### config.mk
export PLATFORM = sky130hd
export DESIGN_NAME = csi_stack_irq_ctrl
export DESIGN_NICKNAME = d
export VERILOG_FILES = /design/src/csi_pkg.sv /design/src/csi_irq_src.sv /design/src/csi_prio_enc.sv /design/src/csi_stack_irq_ctrl.sv
export VERILOG_INCLUDE_DIRS = /design/src
export SDC_FILE = /design/constraint.sdc
export NUM_CORES = 1
export LEC_CHECK = 0
export BUFFER_PORTS_ARGS = -buffer_cell sky130_fd_sc_hd__buf_2
export CORE_MARGIN = 4
export CORE_UTILIZATION = 55
export CTS_BUF_LIST = sky130_fd_sc_hd__clkbuf_4 sky130_fd_sc_hd__clkbuf_8
export CTS_CLUSTER_SIZE = 20
export DETAILED_ROUTE_END_ITERATION = 16
export HOLD_SLACK_MARGIN = 0.03
export PLACE_DENSITY = 0.92
export REMOVE_ABC_BUFFERS = 1
export SLEW_MARGIN = 10
export SYNTH_ARGS = -nofsm -noshare
export SYNTH_HDL_FRONTEND = slang
export SYNTH_HIERARCHICAL = 1
export SYNTH_SLANG_ARGS = --single-unit
### constraint.sdc
create_clock -name ref_clk_in -period 4.4 [get_ports ref_clk_in]
set_input_delay 0.88 -clock ref_clk_in [delete_from_list [all_inputs] [get_ports ref_clk_in]]
set_output_delay 0.88 -clock ref_clk_in [all_outputs]
set_load 0.02 [all_outputs]
### src/csi_defs.svh
`ifndef CSI_DEFS_SVH
`define CSI_DEFS_SVH

// data-space addresses of the core registers
`define CSI_SPL_DADDR      8'h5d
`define CSI_SPH_DADDR      8'h5e
`define CSI_STATUS_FLAGS_REG_DADDR     8'h5f
// io-space form is data-space minus this offset
`define CSI_IO_TO_DATA     8'h20
// shared temporary byte, placed in a free slot
`define CSI_TEMP_DADDR     8'h4e

// stack pointer layout and reset value
`define CSI_SP_BITS        12
`define CSI_SP_RESET       12'h8ff
`define CSI_SPH_BITS       4

// global interrupt enable position in the status byte
`define CSI_GIE_BIT        7

// vector table layout
`define CSI_BOOT_START     16'h7000
`define CSI_VEC_STRIDE     16'h0002
`define CSI_NUM_VEC        8

// cycle figures of the sequences
`define CSI_ENTRY_CYC      2'd3
`define CSI_WAKE_CYC       2'd3
`define CSI_RETURN_CYC     2'd3
`define CSI_PUSH_CYC       2'd1

`endif

### src/csi_pkg.sv
package csi_pkg;

   // one-hot sequencer states
   typedef enum logic [5:0] {
      ST_IDLE  = 6'b000001,
      ST_WAKE  = 6'b000010,
      ST_ENTRY = 6'b000100,
      ST_CALL  = 6'b001000,
      ST_RET   = 6'b010000,
      ST_RETURN_FROM_IRQ_INSTR  = 6'b100000
   } csi_state_e;

   // register port access, one per cycle
   typedef struct packed {
      logic       rd;
      logic       wr;
      logic       io_space;
      logic [7:0] addr;
      logic [7:0] wdata;
   } csi_bus_req_s;

   // stack commands from the instruction sequencer
   typedef struct packed {
      logic push1;
      logic pop1;
      logic call;
      logic ret;
      logic return_from_irq_instr;
   } csi_stk_cmd_s;

   // request to the data memory holding the stack
   typedef struct packed {
      logic        we;
      logic        re;
      logic [15:0] addr;
      logic [7:0]  wdata;
   } csi_mem_req_s;

endpackage : csi_pkg

### src/csi_irq_src.sv
`timescale 1ns/10ps
// one interrupt source: latched flag or plain level
module csi_irq_src #(
   parameter bit IS_FLAG = 1'b1
) (
   // clock and reset
   input  wire logic ref_clk_in,
   input  wire logic reset_in,
   // source side
   input  wire logic cond_in,
   input  wire logic enable_in,
   // clears
   input  wire logic ack_in,
   input  wire logic sw_clr_in,
   // results
   output logic      flag_out,
   output logic      req_out
);

   logic flag_ff;

   // set beats clear so an event in the clearing cycle survives
   always_ff @(posedge ref_clk_in)
   begin
      if (reset_in)
         flag_ff <= 1'b0;
      else if (IS_FLAG && cond_in)
         flag_ff <= 1'b1;
      else if (ack_in || sw_clr_in)
         flag_ff <= 1'b0;
   end

   // level sources only ask while the condition lasts
   assign flag_out = IS_FLAG ? flag_ff : 1'b0;
   assign req_out  = enable_in && (IS_FLAG ? flag_ff : cond_in);

endmodule : csi_irq_src

### src/csi_prio_enc.sv
`timescale 1ns/10ps
// lowest index wins, matching the lowest vector address
module csi_prio_enc #(
   parameter int N  = 7,
   parameter int IW = 3
) (
   // requests
   input  wire logic [N-1:0]  req_in,
   // winner
   output logic               found_out,
   output logic [IW-1:0]      idx_out
);

   // scan downward so the last hit is the lowest index
   always_comb
   begin
      found_out = 1'b0;
      idx_out   = '0;
      for (int i = N - 1; i >= 0; i--)
      begin
         if (req_in[i])
         begin
            found_out = 1'b1;
            idx_out   = IW'(i);
         end
      end
   end

endmodule : csi_prio_enc

### src/csi_stack_irq_ctrl.sv
`timescale 1ns/10ps
`include "csi_defs.svh"
module csi_stack_irq_ctrl #(
   parameter int          NUM_VEC        = `CSI_NUM_VEC,
   parameter logic [NUM_VEC-2:0] FLAG_TYPE_MASK = '1,
   parameter logic [15:0] BOOT_START     = `CSI_BOOT_START,
   parameter logic [15:0] VEC_STRIDE     = `CSI_VEC_STRIDE,
   parameter logic [7:0]  TEMP_DADDR     = `CSI_TEMP_DADDR
) (
   // clock and reset
   input  wire logic                 ref_clk_in,
   input  wire logic                 reset_in,
   // register port
   input  wire csi_pkg::csi_bus_req_s io_req_in,
   output logic [7:0]                io_rdata_out,
   output logic                      io_hit_out,
   output logic                      status_flags_reg_wr_out,
   input  wire logic [6:0]           alu_flags_in,
   // instruction sequencer
   input  wire csi_pkg::csi_stk_cmd_s stk_cmd_in,
   input  wire logic [7:0]           push_data_in,
   input  wire logic [15:0]          call_addr_in,
   input  wire logic [15:0]          pc_in,
   input  wire logic                 instr_done_in,
   input  wire logic                 sleeping_in,
   input  wire logic                 sei_in,
   input  wire logic                 cli_in,
   output logic                      busy_out,
   output logic [15:0]               ret_pc_out,
   output logic                      ret_valid_out,
   output logic [15:0]               vec_pc_out,
   output logic                      vec_valid_out,
   output logic [15:0]               reset_pc_out,
   output logic [15:0]               stack_ptr_out,
   output logic                      global_irq_en_out,
   // stack memory
   output csi_pkg::csi_mem_req_s     mem_req_out,
   input  wire logic [7:0]           mem_rdata_in,
   // core control and fuses
   input  wire logic                 vector_table_select_in,
   input  wire logic                 reset_vector_relocate_fuse_in,
   input  wire logic                 boot_lock_bit_a_in,
   input  wire logic                 boot_lock_bit_b_in,
   // interrupt sources
   input  wire logic [NUM_VEC-2:0]   irq_cond_in,
   input  wire logic [NUM_VEC-2:0]   irq_en_in,
   input  wire logic [NUM_VEC-2:0]   irq_flag_clr_in,
   output logic [NUM_VEC-2:0]        irq_flag_out
);

   localparam int NS = NUM_VEC - 1;
   localparam int IW = $clog2(NUM_VEC);
   localparam int SW = `CSI_SP_BITS;

   csi_pkg::csi_state_e  state_ff;
   csi_pkg::csi_mem_req_s mem_req_ff;
   logic [1:0]           cnt_ff;
   logic [SW-1:0]        sp_ff;
   logic [7:0]           temp_ff;
   logic                 gie_ff;
   logic [15:0]          pc_save_ff;
   logic [15:0]          ret_pc_ff;
   logic                 ret_valid_ff;
   logic [15:0]          vec_pc_ff;
   logic                 vec_valid_ff;
   logic [IW-1:0]        win_ff;
   logic [7:0]           rdata_ff;
   logic [NS-1:0]        irq_req;
   logic [NS-1:0]        irq_ack;
   logic                 any_req;
   logic [IW-1:0]        win_idx;
   logic [7:0]           daddr;
   logic                 hit_spl;
   logic                 hit_sph;
   logic                 hit_status_flags_reg;
   logic                 hit_temp;
   logic                 boot_block;
   logic                 take;
   logic                 idle;
   logic                 sp_dec;
   logic                 sp_inc;

   // data-space address whichever form software used
   assign daddr    = io_req_in.io_space ? io_req_in.addr + `CSI_IO_TO_DATA
                                        : io_req_in.addr;
   assign hit_spl  = (daddr == `CSI_SPL_DADDR);
   assign hit_sph  = (daddr == `CSI_SPH_DADDR);
   assign hit_status_flags_reg = (daddr == `CSI_STATUS_FLAGS_REG_DADDR);
   assign hit_temp = (daddr == TEMP_DADDR);
   assign io_hit_out  = (io_req_in.rd || io_req_in.wr)
                        && (hit_spl || hit_sph || hit_status_flags_reg || hit_temp);
   assign status_flags_reg_wr_out = io_req_in.wr && hit_status_flags_reg;

   // per-source flag or level logic
   generate
      for (genvar g = 0; g < NS; g++)
      begin : g_src
         csi_irq_src #(
            .IS_FLAG   (FLAG_TYPE_MASK[g])
         ) u_src (
            .ref_clk_in(ref_clk_in),
            .reset_in  (reset_in),
            .cond_in   (irq_cond_in[g]),
            .enable_in (irq_en_in[g]),
            .ack_in    (irq_ack[g]),
            .sw_clr_in (irq_flag_clr_in[g]),
            .flag_out  (irq_flag_out[g]),
            .req_out   (irq_req[g])
         );
      end
   endgenerate

   // source g sits in vector slot g+1, reset owns slot 0
   csi_prio_enc #(
      .N        (NS),
      .IW       (IW)
   ) u_prio (
      .req_in   (irq_req),
      .found_out(any_req),
      .idx_out  (win_idx)
   );

   // lock bits guard whichever section is running
   assign boot_block = (pc_in < BOOT_START) ? boot_lock_bit_a_in
                                            : boot_lock_bit_b_in;

   // take only at an instruction boundary or from sleep; a
   // boundary that is itself the enable instruction never takes
   assign idle = (state_ff == csi_pkg::ST_IDLE);
   assign take = idle && gie_ff && any_req && !boot_block
                 && !cli_in
                 && !sei_in
                 && (instr_done_in || sleeping_in)
                 && !(stk_cmd_in.push1 || stk_cmd_in.pop1 || stk_cmd_in.call
                      || stk_cmd_in.ret || stk_cmd_in.return_from_irq_instr);

   // hardware clears the winning flag as it vectors
   always_comb
   begin
      irq_ack = '0;
      if (take)
         irq_ack[win_idx] = 1'b1;
   end

   // sequence state and cycle counter
   always_ff @(posedge ref_clk_in)
   begin
      if (reset_in)
      begin
         state_ff <= csi_pkg::ST_IDLE;
         cnt_ff   <= 2'd0;
      end
      else
      begin
         cnt_ff <= cnt_ff + 2'd1;
         unique case (state_ff)
            csi_pkg::ST_IDLE:
            begin
               cnt_ff <= 2'd0;
               if (take)
                  state_ff <= sleeping_in ? csi_pkg::ST_WAKE
                                          : csi_pkg::ST_ENTRY;
               else if (stk_cmd_in.call)
                  state_ff <= csi_pkg::ST_CALL;
               else if (stk_cmd_in.ret)
                  state_ff <= csi_pkg::ST_RET;
               else if (stk_cmd_in.return_from_irq_instr)
                  state_ff <= csi_pkg::ST_RETURN_FROM_IRQ_INSTR;
            end
            csi_pkg::ST_WAKE:
               if (cnt_ff == `CSI_WAKE_CYC)
                  state_ff <= csi_pkg::ST_ENTRY;
            csi_pkg::ST_ENTRY:
               if (cnt_ff == `CSI_ENTRY_CYC)
                  state_ff <= csi_pkg::ST_IDLE;
            csi_pkg::ST_CALL:
               if (cnt_ff == `CSI_PUSH_CYC)
                  state_ff <= csi_pkg::ST_IDLE;
            csi_pkg::ST_RET,
            csi_pkg::ST_RETURN_FROM_IRQ_INSTR:
               if (cnt_ff == `CSI_RETURN_CYC)
                  state_ff <= csi_pkg::ST_IDLE;
         endcase
      end
   end

   // two pointer steps in the first two cycles of entry, call and both returns; wake has none
   assign sp_dec = (idle && stk_cmd_in.push1 && !take)
                   || ((state_ff == csi_pkg::ST_ENTRY || state_ff == csi_pkg::ST_CALL)
                       && !cnt_ff[1]);
   assign sp_inc = (idle && stk_cmd_in.pop1 && !take)
                   || ((state_ff == csi_pkg::ST_RET || state_ff == csi_pkg::ST_RETURN_FROM_IRQ_INSTR)
                       && !cnt_ff[1]);

   // stack pointer; software high write commits the temp byte
   always_ff @(posedge ref_clk_in)
   begin
      if (reset_in)
         sp_ff <= `CSI_SP_RESET;
      else if (io_req_in.wr && hit_sph)
         sp_ff <= {io_req_in.wdata[`CSI_SPH_BITS-1:0], temp_ff};
      else if (sp_dec)
         sp_ff <= sp_ff - 1'b1;
      else if (sp_inc)
         sp_ff <= sp_ff + 1'b1;
   end
   assign stack_ptr_out = {{(16 - SW){1'b0}}, sp_ff};

   // shared temporary byte for pair accesses
   always_ff @(posedge ref_clk_in)
   begin
      if (reset_in)
         temp_ff <= 8'h00;
      else if (io_req_in.wr && (hit_spl || hit_temp))
         temp_ff <= io_req_in.wdata;
      else if (io_req_in.rd && hit_spl)
         temp_ff <= {{(16 - SW){1'b0}}, sp_ff[SW-1:8]};
   end

   // read data, one cycle after the strobe
   always_ff @(posedge ref_clk_in)
   begin
      if (reset_in)
         rdata_ff <= 8'h00;
      else if (io_req_in.rd)
      begin
         if (hit_spl)
            rdata_ff <= sp_ff[7:0];
         else if (hit_sph || hit_temp)
            rdata_ff <= temp_ff;
         else if (hit_status_flags_reg)
            rdata_ff <= {gie_ff, alu_flags_in};
         else
            rdata_ff <= 8'h00;
      end
   end
   assign io_rdata_out = rdata_ff;

   // global enable: hardware events outrank software writes
   always_ff @(posedge ref_clk_in)
   begin
      if (reset_in)
         gie_ff <= 1'b0;
      else if (take)
         gie_ff <= 1'b0;
      else if (state_ff == csi_pkg::ST_RETURN_FROM_IRQ_INSTR && cnt_ff == `CSI_RETURN_CYC)
         gie_ff <= 1'b1;
      else if (cli_in)
         gie_ff <= 1'b0;
      else if (sei_in)
         gie_ff <= 1'b1;
      else if (io_req_in.wr && hit_status_flags_reg)
         gie_ff <= io_req_in.wdata[`CSI_GIE_BIT];
   end
   assign global_irq_en_out = gie_ff;

   // return address to push and the winning slot
   always_ff @(posedge ref_clk_in)
   begin
      if (reset_in)
      begin
         pc_save_ff <= 16'h0000;
         win_ff     <= '0;
      end
      else if (take)
      begin
         pc_save_ff <= pc_in;
         win_ff     <= win_idx + 1'b1;
      end
      else if (idle && stk_cmd_in.call)
         pc_save_ff <= call_addr_in;
   end

   // memory request, registered; low byte goes first
   always_ff @(posedge ref_clk_in)
   begin
      if (reset_in)
         mem_req_ff <= '0;
      else
      begin
         mem_req_ff.we    <= 1'b0;
         mem_req_ff.re    <= 1'b0;
         mem_req_ff.addr  <= {{(16 - SW){1'b0}}, sp_ff};
         mem_req_ff.wdata <= push_data_in;
         if (idle && stk_cmd_in.push1 && !take)
            mem_req_ff.we <= 1'b1;
         else if (sp_dec)
         begin
            mem_req_ff.we    <= 1'b1;
            mem_req_ff.wdata <= cnt_ff[0] ? pc_save_ff[15:8] : pc_save_ff[7:0];
         end
         else if (sp_inc)
         begin
            mem_req_ff.re   <= 1'b1;
            mem_req_ff.addr <= {{(16 - SW){1'b0}}, sp_ff + 1'b1};
         end
      end
   end
   assign mem_req_out = mem_req_ff;

   // popped bytes arrive one cycle after each registered request
   always_ff @(posedge ref_clk_in)
   begin
      if (reset_in)
      begin
         ret_pc_ff    <= 16'h0000;
         ret_valid_ff <= 1'b0;
      end
      else
      begin
         ret_valid_ff <= 1'b0;
         if (state_ff == csi_pkg::ST_RET || state_ff == csi_pkg::ST_RETURN_FROM_IRQ_INSTR)
         begin
            if (cnt_ff == 2'd2)
               ret_pc_ff[15:8] <= mem_rdata_in;
            if (cnt_ff == `CSI_RETURN_CYC)
            begin
               ret_pc_ff[7:0] <= mem_rdata_in;
               ret_valid_ff   <= 1'b1;
            end
         end
      end
   end

   // vector address at the end of entry
   always_ff @(posedge ref_clk_in)
   begin
      if (reset_in)
      begin
         vec_pc_ff    <= 16'h0000;
         vec_valid_ff <= 1'b0;
      end
      else
      begin
         vec_valid_ff <= 1'b0;
         if (state_ff == csi_pkg::ST_ENTRY && cnt_ff == `CSI_ENTRY_CYC)
         begin
            vec_pc_ff    <= (vector_table_select_in ? BOOT_START : 16'h0000)
                            + 16'(16'(win_ff) * VEC_STRIDE);
            vec_valid_ff <= 1'b1;
         end
      end
   end

   assign ret_pc_out    = ret_pc_ff;
   assign ret_valid_out = ret_valid_ff;
   assign vec_pc_out    = vec_pc_ff;
   assign vec_valid_out = vec_valid_ff;
   assign busy_out      = !idle;
   assign reset_pc_out  = reset_vector_relocate_fuse_in ? BOOT_START
                                                        : 16'h0000;
endmodule : csi_stack_irq_ctrl

* Yosys cells after proc, flatten, opt, wreduce, memory -nomap -nowiden
Index checks and enable logic that the tools add are counted.
Storage, ports and cells: flip-flop bits (word level) 123, output and inout bits 111
Cells by class: $add $sub $neg 6, order comparisons 3, equality and inequality tests 17, muxes and demuxes 67, bitwise logic cells 1, reductions and logical operators 77
Operators by type and width (count):
- $mux 8 | 8
- $mux 12 | 4
- $mux 6 | 7
- $eq 8x7->1 const B | 4
- $mux 16 | 2
- $mux 1 | 31
- $mux 15 | 2
- $logic_and 1x1->1 | 29
- $mux 3 | 8
- $pmux 6 s4 | 1
- $logic_or 1x1->1 | 22
- $mux 20 | 1
- $reduce_bool 2->1 | 9
- $mux 17 | 1
- $add 15x4->16 | 1
- $lt 16x15->1 const B | 1
- $add 12x1->12 const B | 1
- $sub 12x1->12 const B | 1
- $add 8x6->8 const B | 1
- $logic_not 1->1 | 7
- $mux 7 | 1
- $eq 6x1->1 const B | 1
- $eq 6x2->1 const B | 1
- $eq 6x3->1 const B | 1
- 20 further kinds | 26

* Longest topological paths before layout
depth in word-level cells 20, mapped depth 11, mapped depth without buffers 10

* Modules after synthesis
Netlist, hierarchy kept.
Modules (own cells, without submodules):
- csi_stack_irq_ctrl | times used 1, cells each 636, area each 5273.8 um^2, sequential area each 2001.9 um^2
- csi_irq_src | times used 7, cells each 5, area each 43.8 um^2, sequential area each 20.0 um^2
- csi_prio_enc | times used 1, cells each 11, area each 66.3 um^2, sequential area each 0.0 um^2

* Least setup slack after synthesis
Ideal clock, no wire load.
kind input to output, start point input port io_req_in[13] in the netlist's numbering, end point output port io_hit_out, arrival time 2251 ps, required time 3520 ps, path slack 1269 ps, stages on the path 6, path buffers 0, cell sequence ha_1 > xnor2_1 > a41oi_1 > nor2_1 > inv_1 > nor2_1
Between the ends: word-level cells in the longest chain between the ends 7, elaborated cells on any way between the ends 10
Ends and longest elaborated chain:
- start: declaration | line csi_stack_irq_ctrl.sv:14 | input wire csi_pkg::csi_bus_req_s io_req_in,
- $add 8x6->8 (no line)
- $mux 8 (*) | line csi_stack_irq_ctrl.sv:84 | assign daddr = io_req_in.io_space ? io_req_in.addr + `CSI_IO_TO_DATA
- $eq 8x7->1 (no line)
- $logic_or 1x1->1 (2 in series) | line csi_stack_irq_ctrl.sv:91 | && (hit_spl || hit_sph || hit_status_flags_reg || hit_temp);
- $logic_or 1x1->1 (*) | line csi_stack_irq_ctrl.sv:91
- $logic_and 1x1->1 (*) | line csi_stack_irq_ctrl.sv:91
- end: declaration | line csi_stack_irq_ctrl.sv:16 | output logic io_hit_out,
Mark *: on every way between the ends. The rest lies on a longest branch, timed or not.

* Worst setup path in the final report
Same ends and word-level chain as after synthesis.

==> flow_summary.ini <==
[clock_tree]
numCtsBuffers = 9
clk_path_buf_depth = 2
clock-sinks = 107
root_buffer = clkbuf_8
ctsResizeCount = 0
tritoncts = done
ctsHtreeMaxLevel = 3
ctsHoldBuffers = 0
clock_latency_ps = 370
postCtsSetupBuffers = 0
path_clk_slew_ps = 90

[worst_setup_path]
critPathTopFamily = simple AND/OR/NAND/NOR gates
cp_num_cells = 8
critical_path_buf_inv_count = 3
crit_required_ps = 3520
r2r_cells = 9
slowest_delay_ps = 510
crit_slowest_cell = nor2_1
crit_type = in -> out
start_kind = input pin
path_cells = buf_2 -> ha_1 -> xnor2_1 -> a41oi_1 -> nor2_1 -> inv_1 -> nor2_1 -> buf_2
end_kind = primary output
critPathMaxFanout = 9
arrival_ps = 2510

[final_layout]
final_cell_mix = buf_2 (185), dfxtp_1 (107), a21oi_1 (61), nor2_1 (54), nand2_1 (50)
layout_commonest_cell = buf_2
final_layout_size_suffix_gt1_frac = 0.268
seqCellArea_um2 = 2140
syn_to_final_growth_pct = 16.8
num-fill-cells = 841
multi_input_area_um2 = 3030
nets = 947
fin_util = 0.668
diodes = 0

[timing]
timing.slew.headroom = 0.260
setup-violations-final = 0
drv_slew = 0
rsz0062_at_grt = false
max_freq_mhz = 295
finalHoldViolCount = 0
min_period_ps = 3390
clock_skew_ps = 10.6
finalCritPeriodShare = 0.772
tns_ps = 0
worst_slew_pin_slew_ps = 1100

[routing]
viasPerCell = 5.52
routedWlPerCell_um = 14.9
vias = 5346
postRouteAntennaNets = 0
dr.pass1.iters = 6
drc = 0
dr.first_iter.drc_count = 274
routed_wl_um = 14400

[placement]
place_congestion = 0.897
hpwl_um = 11000
io_buffers = 185

[floorplanning]
die_w_um = 109
core-area_um2 = 9860
die-area_um2 = 12000
ios = 221
num_rows = 36
initial_core_util = 0.572
die_h_um = 109

[pwr]
vdd_ir_drop_max_mv = 0.199
p_leak_nw = 2.79
power.density_nw_per_um2 = 357

[logic_synthesis]
netlist_area_um2 = 5650
ys_warn_count = 6
yosysSeqAreaShare = 0.379
ys_ff_latch = 107
syn_area_per_cell_um2 = 8.28
synth_area_leaders = dfxtp_1 (38%), a21oi_1 (5.4%), buf_4 (5.1%), mux2i_1 (4.3%), nor2_1 (3.6%)
synth_top_cell_area_share = 0.379
yosysUniqueCellTypes = 58
synth.largest_area_cell = dfxtp_1
synthCells = 682

[global_routing]
antenna_found_initial = 0
grt-ovfl-total = 0
grt_max_degree = 79
grt_pass1_wl_um = 22900
grt_pass1_vias = 4998
grt_usage = 0.237

[job]
cap_violations = 0

[worst_hold_path]
hold_path.class = reg -> reg
hold_depth = 2

[run_status]
status = finished clean
==> synth_stat cells, drive strengths merged <==
| cell | n |
|---|---|
| a211o | 1 |
| a211oi | 21 |
| a21boi | 1 |
| a21oi | 65 |
| a22o | 11 |
| a22oi | 24 |
| a41oi | 1 |
| and2 | 10 |
| and3 | 5 |
| and3b | 2 |
| buf | 51 |
| clkbuf | 32 |
| conb | 1 |
| dfxtp | 107 |
| ha | 7 |
| inv | 28 |
| mux2 | 1 |
| mux2i | 24 |
| nand2 | 50 |
| nand2b | 11 |
| nand3 | 35 |
| nand3b | 2 |
| nand4 | 4 |
| nor2 | 55 |
| nor2b | 5 |
| nor3 | 23 |
| nor3b | 3 |
| nor4 | 7 |
| nor4b | 6 |
| nor4bb | 1 |
| o2111a | 1 |
| o2111ai | 4 |
| o211ai | 4 |
| o21a | 1 |
| o21ai | 19 |
| o21bai | 3 |
| o22ai | 1 |
| o32a | 1 |
| o41ai | 1 |
| or2 | 3 |
| or3 | 10 |
| or3b | 8 |
| or4 | 7 |
| xnor2 | 20 |
| xor2 | 5 |
==> layout make-up <==
type / instances / area share
sequential: 107 / 0.325
multi-input combinational: 494 / 0.460
clock inverter: 7 / 0.00911
timing repair buffer: 190 / 0.146
clock buffer: 9 / 0.0188
inverter: 28 / 0.0159
tap: 133 / 0.0252
==> final timing paths <==
| check | startpoint | endpoint | slack [ps] |
|---|---|---|---|
| setup / recovery | io_req_in[13] | io_hit_out | 1010 |
| hold / removal | ret_pc_out[7] | ret_pc_out[7] | 460 |
| setup reg to reg | g_src[1].u_src/flag_out | g_src[1].u_src/flag_out | 1700 |
| hold reg to reg | ret_pc_out[7] | ret_pc_out[7] | 460 |
==> stage by stage <==
stage	power (mW)	instance area [um2]	cells	hold slack, ps	setup slack [ps]
floorplan	1.57	5270	629	430	1070
global placement	1.79	6410	952	440	1050
detailed placement	1.80	6410	952	444	1010
CTS	2.36	6590	968	458	1000
global route	2.48	6590	968	487	837
finish	2.35	6590	968	456	1010
==> logic make-up (layout without fill, tap and decap cells) <==
kind of cell             count (synthesis)  in the layout  synth area share
AND/OR/NAND/NOR                        247            247             0.232
AO/OA/AOI/OAI                          159            159             0.184
buffers and inverters                  111            234             0.105
flip-flops                             107            107             0.379
XOR/XNOR                                25             25            0.0388
multiplexers                            25             25            0.0445
adder cells (fa/ha/maj)                  7              7            0.0155
other                                    1             31          0.000664
==> worst register-to-register path: stages, from the launching register on <==
cell and delay [ps]:
dfxtp_1 360, and2_1 190, nor4_2 70, nand2_1 60, nor4bb_1 340, o2111a_1 270
nand4_1 530, nor4b_1 500, or3b_1 180, a21oi_1 70
==> where the power goes <==
group	internal (mW)	switching, mW
Combinational	0.257	0.387
Sequential	1.04	0.105
Clock	0.215	0.348
==> flip-flops by register name, summed over array words and instances (netlist names) <==
signal                flops
g_src.u_src/flag_out      7
state_ff                  6
win_ff                    3
vec_valid_out             1
sp_ff                    12
ret_valid_out             1
mem_req_out              22
pc_save_ff               16
temp_ff                   8
vec_pc_out                4
ret_pc_out               16
cnt_ff                    2
io_rdata_out              8
global_irq_en_out         1
==> metal layers <==
layer	share of wire	GRT usage	up-vias
met2	0.48	0.388	263
met5	0	0	-
met3	0.086	0.0499	36
met4	0.022	0.0801	0
li1	-	-	2644
met1	0.42	0.311	2403
No activity file was read; power rests on OpenSTA's default activity.
